File: src/hw/acc_regs.svh
// address map, reset values and programming codes of the auxiliary control block
`ifndef ACC_REGS_SVH
`define ACC_REGS_SVH

// special function register addresses
`define ACC_SFR_AUX        8'hf1
`define ACC_SFR_PTR_LOW    8'hf2
`define ACC_SFR_PTR_HIGH   8'hf3

// auxiliary control fields
`define ACC_AUX_SEL_BIT    0
`define ACC_AUX_ZERO_BIT   2
`define ACC_AUX_SOFTWARE_RESET_BIT_BIT   3
`define ACC_AUX_KEEP_MASK  8'hf3
`define ACC_AUX_RESET      8'h00
`define ACC_PTR_RESET      16'h0000

// code space areas
`define ACC_SIG_ADDR0      16'hfc30
`define ACC_SIG_ADDR1      16'hfc31
`define ACC_SIG_ADDR2      16'hfc60
`define ACC_CUST_BASE      16'hfce0
`define ACC_CUST_LAST      16'hfcff

// data space configuration bytes
`define ACC_CFG1_ADDR      16'hfd00
`define ACC_CFG2_ADDR      16'hfd01
`define ACC_CFG_UNPROG     8'hff
`define ACC_CFG_WATCHDOG_ENABLE_CONFIG_BIT   7

// serial programming
`define ACC_PCMD_WRITE     8'h01
`define ACC_PCMD_READ      8'h02
`define ACC_PBIT_ADDR_END  5'h17
`define ACC_PBIT_LAST      5'h1f

`endif

File: src/hw/acc_pkg.sv
// types of the auxiliary control block
package acc_pkg;
  typedef enum logic [1:0] {
    ACC_PS_IDLE,
    ACC_PS_RECV,
    ACC_PS_SEND
  } acc_prog_e;
  typedef logic [15:0] acc_addr_t;
endpackage

File: src/hw/acc_top.sv
// auxiliary control, dual data pointer, signature/customer area and configuration bytes
// Functional notes
// - writing auxiliary control with bit 3 set pulses soft_reset and clears both pointers and auxiliary control
// - two data pointers; the select bit picks the one instructions use
// - the unselected pointer is hidden and keeps its value until a software reset clears it
// - pointer increment adds one to the selected pointer only
// - load immediate writes all sixteen bits into the selected pointer
// - indirect jump and code reads add accumulator to selected pointer
// - pointer byte register accesses reach the selected pointer's bytes
// - bit 2 of auxiliary control reads zero and ignores writes
// - data-memory moves through the pointer reach configuration information
// - signature bytes readable by code reads at fc30h, fc31h, fc60h
// - 32-byte customer area fce0h to fcffh readable as code-read data
// - configuration applied at power up, program can only read it
// - first configuration byte readable by data move at fd00h
// - programmer exchanges commands, addresses and data serially on two pins
// - watchdog enable configuration forces watchdog clock select to zero
`include "acc_regs.svh"
`timescale 1ns/1ns
`default_nettype none

module acc_top
  import acc_pkg::*;
#(
  parameter logic [7:0] SIG_BYTE0 = 8'h5a,  // arbitrary value
  parameter logic [7:0] SIG_BYTE1 = 8'h3c,  // arbitrary value
  parameter logic [7:0] SIG_BYTE2 = 8'h96,  // arbitrary value
  parameter int         CUST_DEPTH = 32
)(
  // clock and reset
  input  wire logic        sys_clk,
  input  wire logic        rst,
  // special function register access from the core
  input  wire logic        sfr_wr,
  input  wire logic        sfr_rd,
  input  wire logic [7:0]  sfr_addr,
  input  wire logic [7:0]  sfr_wdata,
  // data pointer instructions
  input  wire logic        ptr_inc,
  input  wire logic        ptr_load,
  input  wire logic [15:0] ptr_load_val,
  input  wire logic [7:0]  acc_in,
  input  wire logic        code_rd,
  input  wire logic        xdata_rd,
  // read answer and addresses
  output logic [7:0]       rd_data,
  output logic             rd_valid,
  output logic             code_hit,
  output logic [15:0]      ind_addr,
  output logic [15:0]      data_pointer,
  // reset and watchdog
  output logic             soft_reset,
  input  wire logic        watchdog_clock_select_sw,
  output logic             watchdog_clock_select,
  output logic [7:0]       power_up_config_byte_one,
  output logic [7:0]       power_up_config_byte_two,
  // serial programming pins
  input  wire logic        prog_mode,
  input  wire logic        prog_clk_in,
  input  wire logic        prog_dat_in,
  output logic             prog_dat_out,
  output logic             prog_dat_oe
);

  localparam int CIW = $clog2(CUST_DEPTH);

  logic [15:0]     dp0_r, dp0_nxt, dp1_r, dp1_nxt;
  logic [15:0]     data_pointer_r, data_pointer_nxt;
  logic [7:0]      aux_r, aux_nxt;
  logic            software_reset_bit_r, software_reset_bit_nxt;
  logic [7:0]      rdata_r, rdata_nxt;
  logic            rvalid_r, rvalid_nxt, hit_r, hit_nxt;
  logic [15:0]     ind_r, ind_nxt;
  logic            watchdog_clock_select_r, watchdog_clock_select_nxt;
  logic [7:0]      cell1_r, cell1_nxt, cell2_r, cell2_nxt;
  logic [7:0]      cfg1_r, cfg1_nxt, cfg2_r, cfg2_nxt;
  logic            loaded_r, loaded_nxt;
  logic [7:0]      cust_r [CUST_DEPTH];
  logic [7:0]      cust_nxt [CUST_DEPTH];
  acc_prog_e       pst_r, pst_nxt;
  logic [4:0]      pcnt_r, pcnt_nxt;
  logic [31:0]     psh_r, psh_nxt;
  logic [7:0]      pout_r, pout_nxt;
  logic            poe_r, poe_nxt, pclk_d_r;
  logic [15:0]     cur_ptr, upd_ptr, code_addr;
  logic            pedge;

  // code space lookup shared by core reads and the programmer
  function automatic logic [8:0] code_lookup(input acc_addr_t a);
    logic [8:0] r;
    r = 9'h000;
    if (a == `ACC_SIG_ADDR0)
      r = {1'b1, SIG_BYTE0};
    else if (a == `ACC_SIG_ADDR1)
      r = {1'b1, SIG_BYTE1};
    else if (a == `ACC_SIG_ADDR2)
      r = {1'b1, SIG_BYTE2};
    else if (a >= `ACC_CUST_BASE && a <= `ACC_CUST_LAST)
      r = {1'b1, cust_r[a[CIW-1:0]]};
    return r;
  endfunction

  assign cur_ptr   = aux_r[`ACC_AUX_SEL_BIT] ? dp1_r : dp0_r;
  assign code_addr = cur_ptr + {8'h00, acc_in};
  assign pedge     = prog_clk_in & ~pclk_d_r;

  // core side pointers and control
  always_comb
  begin
    dp0_nxt  = dp0_r;
    dp1_nxt  = dp1_r;
    aux_nxt  = aux_r;
    software_reset_bit_nxt = 1'b0;
    upd_ptr  = cur_ptr;
    if (ptr_load)
      upd_ptr = ptr_load_val;
    else if (ptr_inc)
      upd_ptr = cur_ptr + 16'h0001;
    else if (sfr_wr && sfr_addr == `ACC_SFR_PTR_LOW)
      upd_ptr = {cur_ptr[15:8], sfr_wdata};
    else if (sfr_wr && sfr_addr == `ACC_SFR_PTR_HIGH)
      upd_ptr = {sfr_wdata, cur_ptr[7:0]};
    if (aux_r[`ACC_AUX_SEL_BIT])
      dp1_nxt = upd_ptr;
    else
      dp0_nxt = upd_ptr;
    if (sfr_wr && sfr_addr == `ACC_SFR_AUX)
    begin
      aux_nxt  = sfr_wdata & `ACC_AUX_KEEP_MASK;
      software_reset_bit_nxt = sfr_wdata[`ACC_AUX_SOFTWARE_RESET_BIT_BIT];
    end
    if (software_reset_bit_r)
    begin
      dp0_nxt = `ACC_PTR_RESET;
      dp1_nxt = `ACC_PTR_RESET;
      aux_nxt = `ACC_AUX_RESET;
    end
    // registered copy of the pointer that will be selected next cycle
    data_pointer_nxt = aux_nxt[`ACC_AUX_SEL_BIT] ? dp1_nxt : dp0_nxt;
  end

  // read answers
  always_comb
  begin
    rdata_nxt  = 8'h00;
    hit_nxt    = 1'b0;
    rvalid_nxt = sfr_rd | code_rd | xdata_rd;
    ind_nxt    = code_addr;
    if (sfr_rd)
    begin
      if (sfr_addr == `ACC_SFR_AUX)
        rdata_nxt = aux_r & `ACC_AUX_KEEP_MASK;
      else if (sfr_addr == `ACC_SFR_PTR_LOW)
        rdata_nxt = cur_ptr[7:0];
      else if (sfr_addr == `ACC_SFR_PTR_HIGH)
        rdata_nxt = cur_ptr[15:8];
    end
    else if (code_rd)
    begin
      {hit_nxt, rdata_nxt} = code_lookup(code_addr);
    end
    else if (xdata_rd)
    begin
      if (cur_ptr == `ACC_CFG1_ADDR)
        rdata_nxt = cfg1_r;
      else if (cur_ptr == `ACC_CFG2_ADDR)
        rdata_nxt = cfg2_r;
    end
  end

  // configuration capture, watchdog select and serial programming
  always_comb
  begin
    cell1_nxt  = cell1_r;
    cell2_nxt  = cell2_r;
    cust_nxt   = cust_r;
    cfg1_nxt   = cfg1_r;
    cfg2_nxt   = cfg2_r;
    loaded_nxt = 1'b1;
    pst_nxt    = pst_r;
    pcnt_nxt   = pcnt_r;
    psh_nxt    = psh_r;
    pout_nxt   = pout_r;
    poe_nxt    = poe_r;
    // latched once after power-up reset, never by the program
    if (!loaded_r)
    begin
      cfg1_nxt = cell1_r;
      cfg2_nxt = cell2_r;
    end
    watchdog_clock_select_nxt = cfg1_r[`ACC_CFG_WATCHDOG_ENABLE_CONFIG_BIT] ? 1'b0 : watchdog_clock_select_sw;
    // serial exchange on clock and data pins
    if (!prog_mode)
    begin
      pst_nxt  = ACC_PS_IDLE;
      pcnt_nxt = 5'h00;
      poe_nxt  = 1'b0;
    end
    else if (pst_r == ACC_PS_IDLE)
      pst_nxt = ACC_PS_RECV;
    else if (pedge)
    begin
      psh_nxt  = {psh_r[30:0], prog_dat_in};
      pcnt_nxt = pcnt_r + 5'h01;
      case (pst_r)
        ACC_PS_RECV:
        begin
          if (pcnt_r == `ACC_PBIT_ADDR_END && psh_r[22:15] == `ACC_PCMD_READ)
          begin
            pst_nxt = ACC_PS_SEND;
            poe_nxt = 1'b1;
            if (psh_nxt[15:0] == `ACC_CFG1_ADDR)
              pout_nxt = cell1_r;
            else if (psh_nxt[15:0] == `ACC_CFG2_ADDR)
              pout_nxt = cell2_r;
            else
              pout_nxt = 8'(code_lookup(psh_nxt[15:0]));
          end
          else if (pcnt_r == `ACC_PBIT_LAST)
          begin
            if (psh_nxt[31:24] == `ACC_PCMD_WRITE)
            begin
              if (psh_nxt[23:8] == `ACC_CFG1_ADDR)
                cell1_nxt = psh_nxt[7:0];
              else if (psh_nxt[23:8] == `ACC_CFG2_ADDR)
                cell2_nxt = psh_nxt[7:0];
              else if (psh_nxt[23:8] >= `ACC_CUST_BASE && psh_nxt[23:8] <= `ACC_CUST_LAST)
                cust_nxt[psh_nxt[CIW+7:8]] = psh_nxt[7:0];
            end
          end
        end
        ACC_PS_SEND:
        begin
          pout_nxt = {pout_r[6:0], 1'b0};
          if (pcnt_r == `ACC_PBIT_LAST)
          begin
            pst_nxt = ACC_PS_RECV;
            poe_nxt = 1'b0;
          end
        end
        default:
          pst_nxt = ACC_PS_IDLE;
      endcase
    end
  end

  // customer area keeps its contents across software resets
  always_ff @(posedge sys_clk or posedge rst)
  begin
    if (rst)
    begin
      dp0_r    <= `ACC_PTR_RESET;
      dp1_r    <= `ACC_PTR_RESET;
      data_pointer_r   <= `ACC_PTR_RESET;
      aux_r    <= `ACC_AUX_RESET;
      software_reset_bit_r   <= 1'b0;
      rdata_r  <= 8'h00;
      rvalid_r <= 1'b0;
      hit_r    <= 1'b0;
      ind_r    <= 16'h0000;
      watchdog_clock_select_r  <= 1'b0;
      cell1_r  <= `ACC_CFG_UNPROG;
      cell2_r  <= `ACC_CFG_UNPROG;
      cfg1_r   <= `ACC_CFG_UNPROG;
      cfg2_r   <= `ACC_CFG_UNPROG;
      loaded_r <= 1'b0;
      for (int i = 0; i < CUST_DEPTH; i++)
        cust_r[i] <= `ACC_CFG_UNPROG;
      pst_r    <= ACC_PS_IDLE;
      pcnt_r   <= 5'h00;
      psh_r    <= 32'h0000_0000;
      pout_r   <= 8'h00;
      poe_r    <= 1'b0;
      pclk_d_r <= 1'b0;
    end
    else
    begin
      dp0_r    <= dp0_nxt;
      dp1_r    <= dp1_nxt;
      data_pointer_r   <= data_pointer_nxt;
      aux_r    <= aux_nxt;
      software_reset_bit_r   <= software_reset_bit_nxt;
      rdata_r  <= rdata_nxt;
      rvalid_r <= rvalid_nxt;
      hit_r    <= hit_nxt;
      ind_r    <= ind_nxt;
      watchdog_clock_select_r  <= watchdog_clock_select_nxt;
      cell1_r  <= cell1_nxt;
      cell2_r  <= cell2_nxt;
      cfg1_r   <= cfg1_nxt;
      cfg2_r   <= cfg2_nxt;
      loaded_r <= loaded_nxt;
      cust_r   <= cust_nxt;
      pst_r    <= pst_nxt;
      pcnt_r   <= pcnt_nxt;
      psh_r    <= psh_nxt;
      pout_r   <= pout_nxt;
      poe_r    <= poe_nxt;
      pclk_d_r <= prog_clk_in;
    end
  end

  assign rd_data                  = rdata_r;
  assign rd_valid                 = rvalid_r;
  assign code_hit                 = hit_r;
  assign ind_addr                 = ind_r;
  assign data_pointer             = data_pointer_r;
  assign soft_reset               = software_reset_bit_r;
  assign watchdog_clock_select    = watchdog_clock_select_r;
  assign power_up_config_byte_one = cfg1_r;
  assign power_up_config_byte_two = cfg2_r;
  assign prog_dat_out             = pout_r[7];
  assign prog_dat_oe              = poe_r;

endmodule

`default_nettype wire

File: config.mk
export PLATFORM = sky130hd
export DESIGN_NAME = acc_top
export DESIGN_NICKNAME = d
export VERILOG_FILES = /design/src/hw/acc_pkg.sv /design/src/hw/acc_top.sv
export VERILOG_INCLUDE_DIRS = /design/src /design/src/hw
export SDC_FILE = /design/constraint.sdc
export NUM_CORES = 1
export LEC_CHECK = 0
export ABC_AREA = 1
export BUFFER_PORTS_ARGS = -buffer_cell sky130_fd_sc_hd__buf_2
export CELL_PAD_IN_SITES_DETAIL_PLACEMENT = 1
export CELL_PAD_IN_SITES_GLOBAL_PLACEMENT = 1
export CORE_ASPECT_RATIO = 1.25
export CORE_MARGIN = 2
export CORE_UTILIZATION = 25
export CTS_CLUSTER_DIAMETER = 50
export DETAILED_ROUTE_END_ITERATION = 16
export GPL_TIMING_DRIVEN = 0
export PLACE_DENSITY_LB_ADDON = 0.1
export SYNTH_ARGS = -nofsm -noshare
export SYNTH_HDL_FRONTEND = slang
export SYNTH_SLANG_ARGS = --single-unit
File: constraint.sdc
create_clock -name sys_clk -period 12.7 [get_ports sys_clk]
set_input_delay 2.54 -clock sys_clk [delete_from_list [all_inputs] [get_ports sys_clk]]
set_output_delay 2.54 -clock sys_clk [all_outputs]
set_load 0.03 [all_outputs]
==> impl_metrics.toml <==
[status]
status = "completed"

[grt]
overflow = 0
gr-usage-all-layers = 0.253
antenna_found_initial = 2
grt_pass1_vias = 25300
grt_first_pass_wirelength_mm = 185
grt_max_degree = 40

[worst_hold_path]
min-delay-start = "pout_r[3]"
hold_path_class = "register to register"
worstHoldEndpoint = "pout_r[3]"
holdPathStages = 2

[logic_synthesis]
synth_edf_count = 0
ys_top_cells_by_area = "dfstp_2 (31%), dfrtp_1 (13%), nand2_1 (11%)"
yosys_warnings = 0
syn-num-nets = 3395
synth_top_cells_by_count = "nand2_1 (708), inv_1 (660), o21ai_0 (510), dfstp_2 (288), a21oi_1 (218)"
yosysTopAreaCellShare = 0.307
ys_seq_area_frac = 0.439
synth_xor_area_frac = 0.00390
synth-adder-area-share = 0.00740
synth-simple-area-share = 0.198
ys_types = 58
synth.area.mux_share = 0.00269
synth-seq-cells = 419
synth-compound-area-share = 0.213
ys.flop_type = "dfstp_2"
yosysMostFrequentCell = "nand2_1"
async_flop_share = 1.00
synthCells = 3329
synth_top_area_cell = "dfstp_2"
avgSynthCellArea_um2 = 7.41
netlist_area_mm2 = 0.0247
synth_top_family_by_area = "compound AO/OA/AOI/OAI gates"

[floorplanning]
initial_core_util = 0.253
die_h_um = 355
pin_count = 114
die_w_um = 285
dieArea_mm2 = 0.101
core-area_mm2 = 0.0977
num_rows = 128

[timing]
fmax_ghz = 0.146
finClkSkew_ns = 0.0257
finalWorstSetupSlack_ns = 5.83
finalSetupViolations = 0
finalCritPeriodShare = 0.541
worst_pin_slew_ns = 1.35
fin_tns_setup_ns = 0
finalMaxSlewViolations = 0
relSlewSlack = 0.0966
period_needed_ns = 6.87
rsz0062_at_grt = "false"
hold_viol_final = 0

[finish]
final_util = 0.302
drive_gt1_frac = 0.178
diodes = 0
final.fill_count = 11900
areaGrowthSynthToFinish_pct = 19.6
layout.nets = 3589
design_area_mm2 = 0.0295

[place]
placed_area_mm2 = 0.0272
portBuffers = 111
dp_hpwl_mm = 98.1
dp_worst_setup_slack_ns = 5.47
routabilityCongestion = 0.992

[clock_tree]
root_buffer = "clkbuf_16"
tritoncts = "done"
clock_latency_ns = 0.62
post_cts_buffers = 0
ctsResizeCount = 0
clock_path_buffers = 3
ctsHoldBuffers = 0
h-tree-depth = 3
cts_sinks = 419
cts.reportedPaths.clkPinSlew_ns = 0.06
cts_made_buffers = 66

[worst_setup_path]
startpoint_type = "primary input"
worstPathRequired_ns = 13.20
cp_data_arrival_time_ns = 7.36
r2r-start = "aux_r[0]"
r2r_end = "rd_data[2]"
cp_max_fo = 10
cp-end-kind = "register"
ff2ff_path_depth = 19
worstSetupPathType = "primary input to register"
rrSetupSlack_ns = 6.60

[detailed_routing]
drc_errors = 0
first_iter_violations = 1982
drt_pass1_iterations = 5
routed_wl_mm = 129
avgViaCountPerCell = 5.01
antenna_left = 0
num_vias = 24400
detail_route.wl_per_cell_um = 26.5

[run]
cap_violations = 0

[pwr]
p_leak_nw = 13.5
power_density_mw_per_mm2 = 180
peakVddDrop_mv = 0.0901
power breakdown:
part           internal [mW]  switching, mW  leakage (nW)  total [mW]
clock network           1.24          0.717          1.14        1.96
registers               1.45         0.0986          4.62        1.55
logic                  0.345           1.45          7.73        1.79
layout make-up:
class | instances | area (um^2) | area share
sequential | 419 | 10800 | 0.367
inverter | 671 | 2530 | 0.0856
tap | 1300 | 1630 | 0.0551
clock buffer | 89 | 1900 | 0.0645
timing repair buffer | 126 | 855 | 0.0289
multi-input combinational | 2053 | 10500 | 0.356
buffer | 186 | 833 | 0.0282
clock inverter | 31 | 430 | 0.0146
registers in the layout, summed over array words and instances (netlist names):
name and flops:
prog_dat_oe 1, power_up_config_byte_one 8, cell2_r 8, cust_r 256, dp1_r 16, aux_r 6, loaded_r 1, rd_data 8
data_pointer 16, soft_reset 1, pcnt_r 5, code_hit 1, dp0_r 16, rd_valid 1, watchdog_clock_select 1, ind_addr 16
cell1_r 8, pclk_d_r 1, power_up_config_byte_two 8, pst_r 2, pout_r 8, psh_r 31
layer usage:
metal,part of all wire,track usage,vias to the layer above,wire (um)
met1,0.42,0.313,12200,54400
li1,-,-,11100,-
met4,0.056,0.128,4,7230
met5,0.00021,0,-,27
met2,0.47,0.423,765,60800
met3,0.052,0.0422,315,6720
cell families (layout without fill, tap and decap cells):
group	after synthesis	count (layout)
compound gates	936	936
xor+xnor	11	11
fa+ha+maj	14	14
buf+inv	857	1103
flops	419	419
mux	6	6
other cells	1	1
simple gates	1085	1085
placed cells by master (no fill, tap or decap), drive strengths merged, types with 3 or more instances in the layout:
master and count:
mux2 5, clkbuf 226, o2111ai 26, o22ai 15
or2 4, ha 13, clkinvlp 5, dfstp 288
a22oi 3, inv 669, dfrtp 131, xor2 9
buf 175, a22o 3, clkinv 19, bufinv 9
a221oi 4, a21oi 218, a21boi 4, nor4 8
o211ai 39, nand3 167, nor3 20, o21a 5
o21bai 3, nor2 152, nand2 709, o221ai 61
o21ai 547, nand4 20
through the flow:
step | cells | power, mW | hold slack (ns)
2_1_floorplan | 3329 | 2.41 | 0.448
3_3_place_gp | 4740 | 3.31 | 0.468
3_5_place_dp | 4755 | 3.33 | 0.471
4_1_cts | 4875 | 5.33 | 0.486
5_1_grt | 4875 | 5.51 | 0.494
6_report | 4875 | 5.30 | 0.480
worst max path at each step:
stage	start	to	slack, ns	depth (start not counted)
after floorplan	rst	aux_r[0]	4.74	1
after global placement	rst	psh_r[28]	1.15	2
after detailed placement	acc_in[0]	rd_data[3]	5.47	17
after CTS	acc_in[0]	rd_data[3]	6.10	17
after global routing	acc_in[0]	rd_data[3]	5.79	17
final	acc_in[0]	rd_data[2]	5.83	17
critical path, cell delays in order:
cell       delay [ns]
buf_2            0.12
ha_1             0.19
inv_1            0.06
fa_1             0.54
buf_2            0.22
clkinv_1         0.64
nor2_1           0.76
clkbuf_1         0.92
nand2_1          0.13
o2111ai_1        0.28
o211ai_1         0.30
nand3_1          0.17
nand2_1          0.13
nand3_1          0.09
nand3_1          0.08
nand2_1          0.11
nand2_1          0.07
No activity file was read; power rests on OpenSTA's default activity.
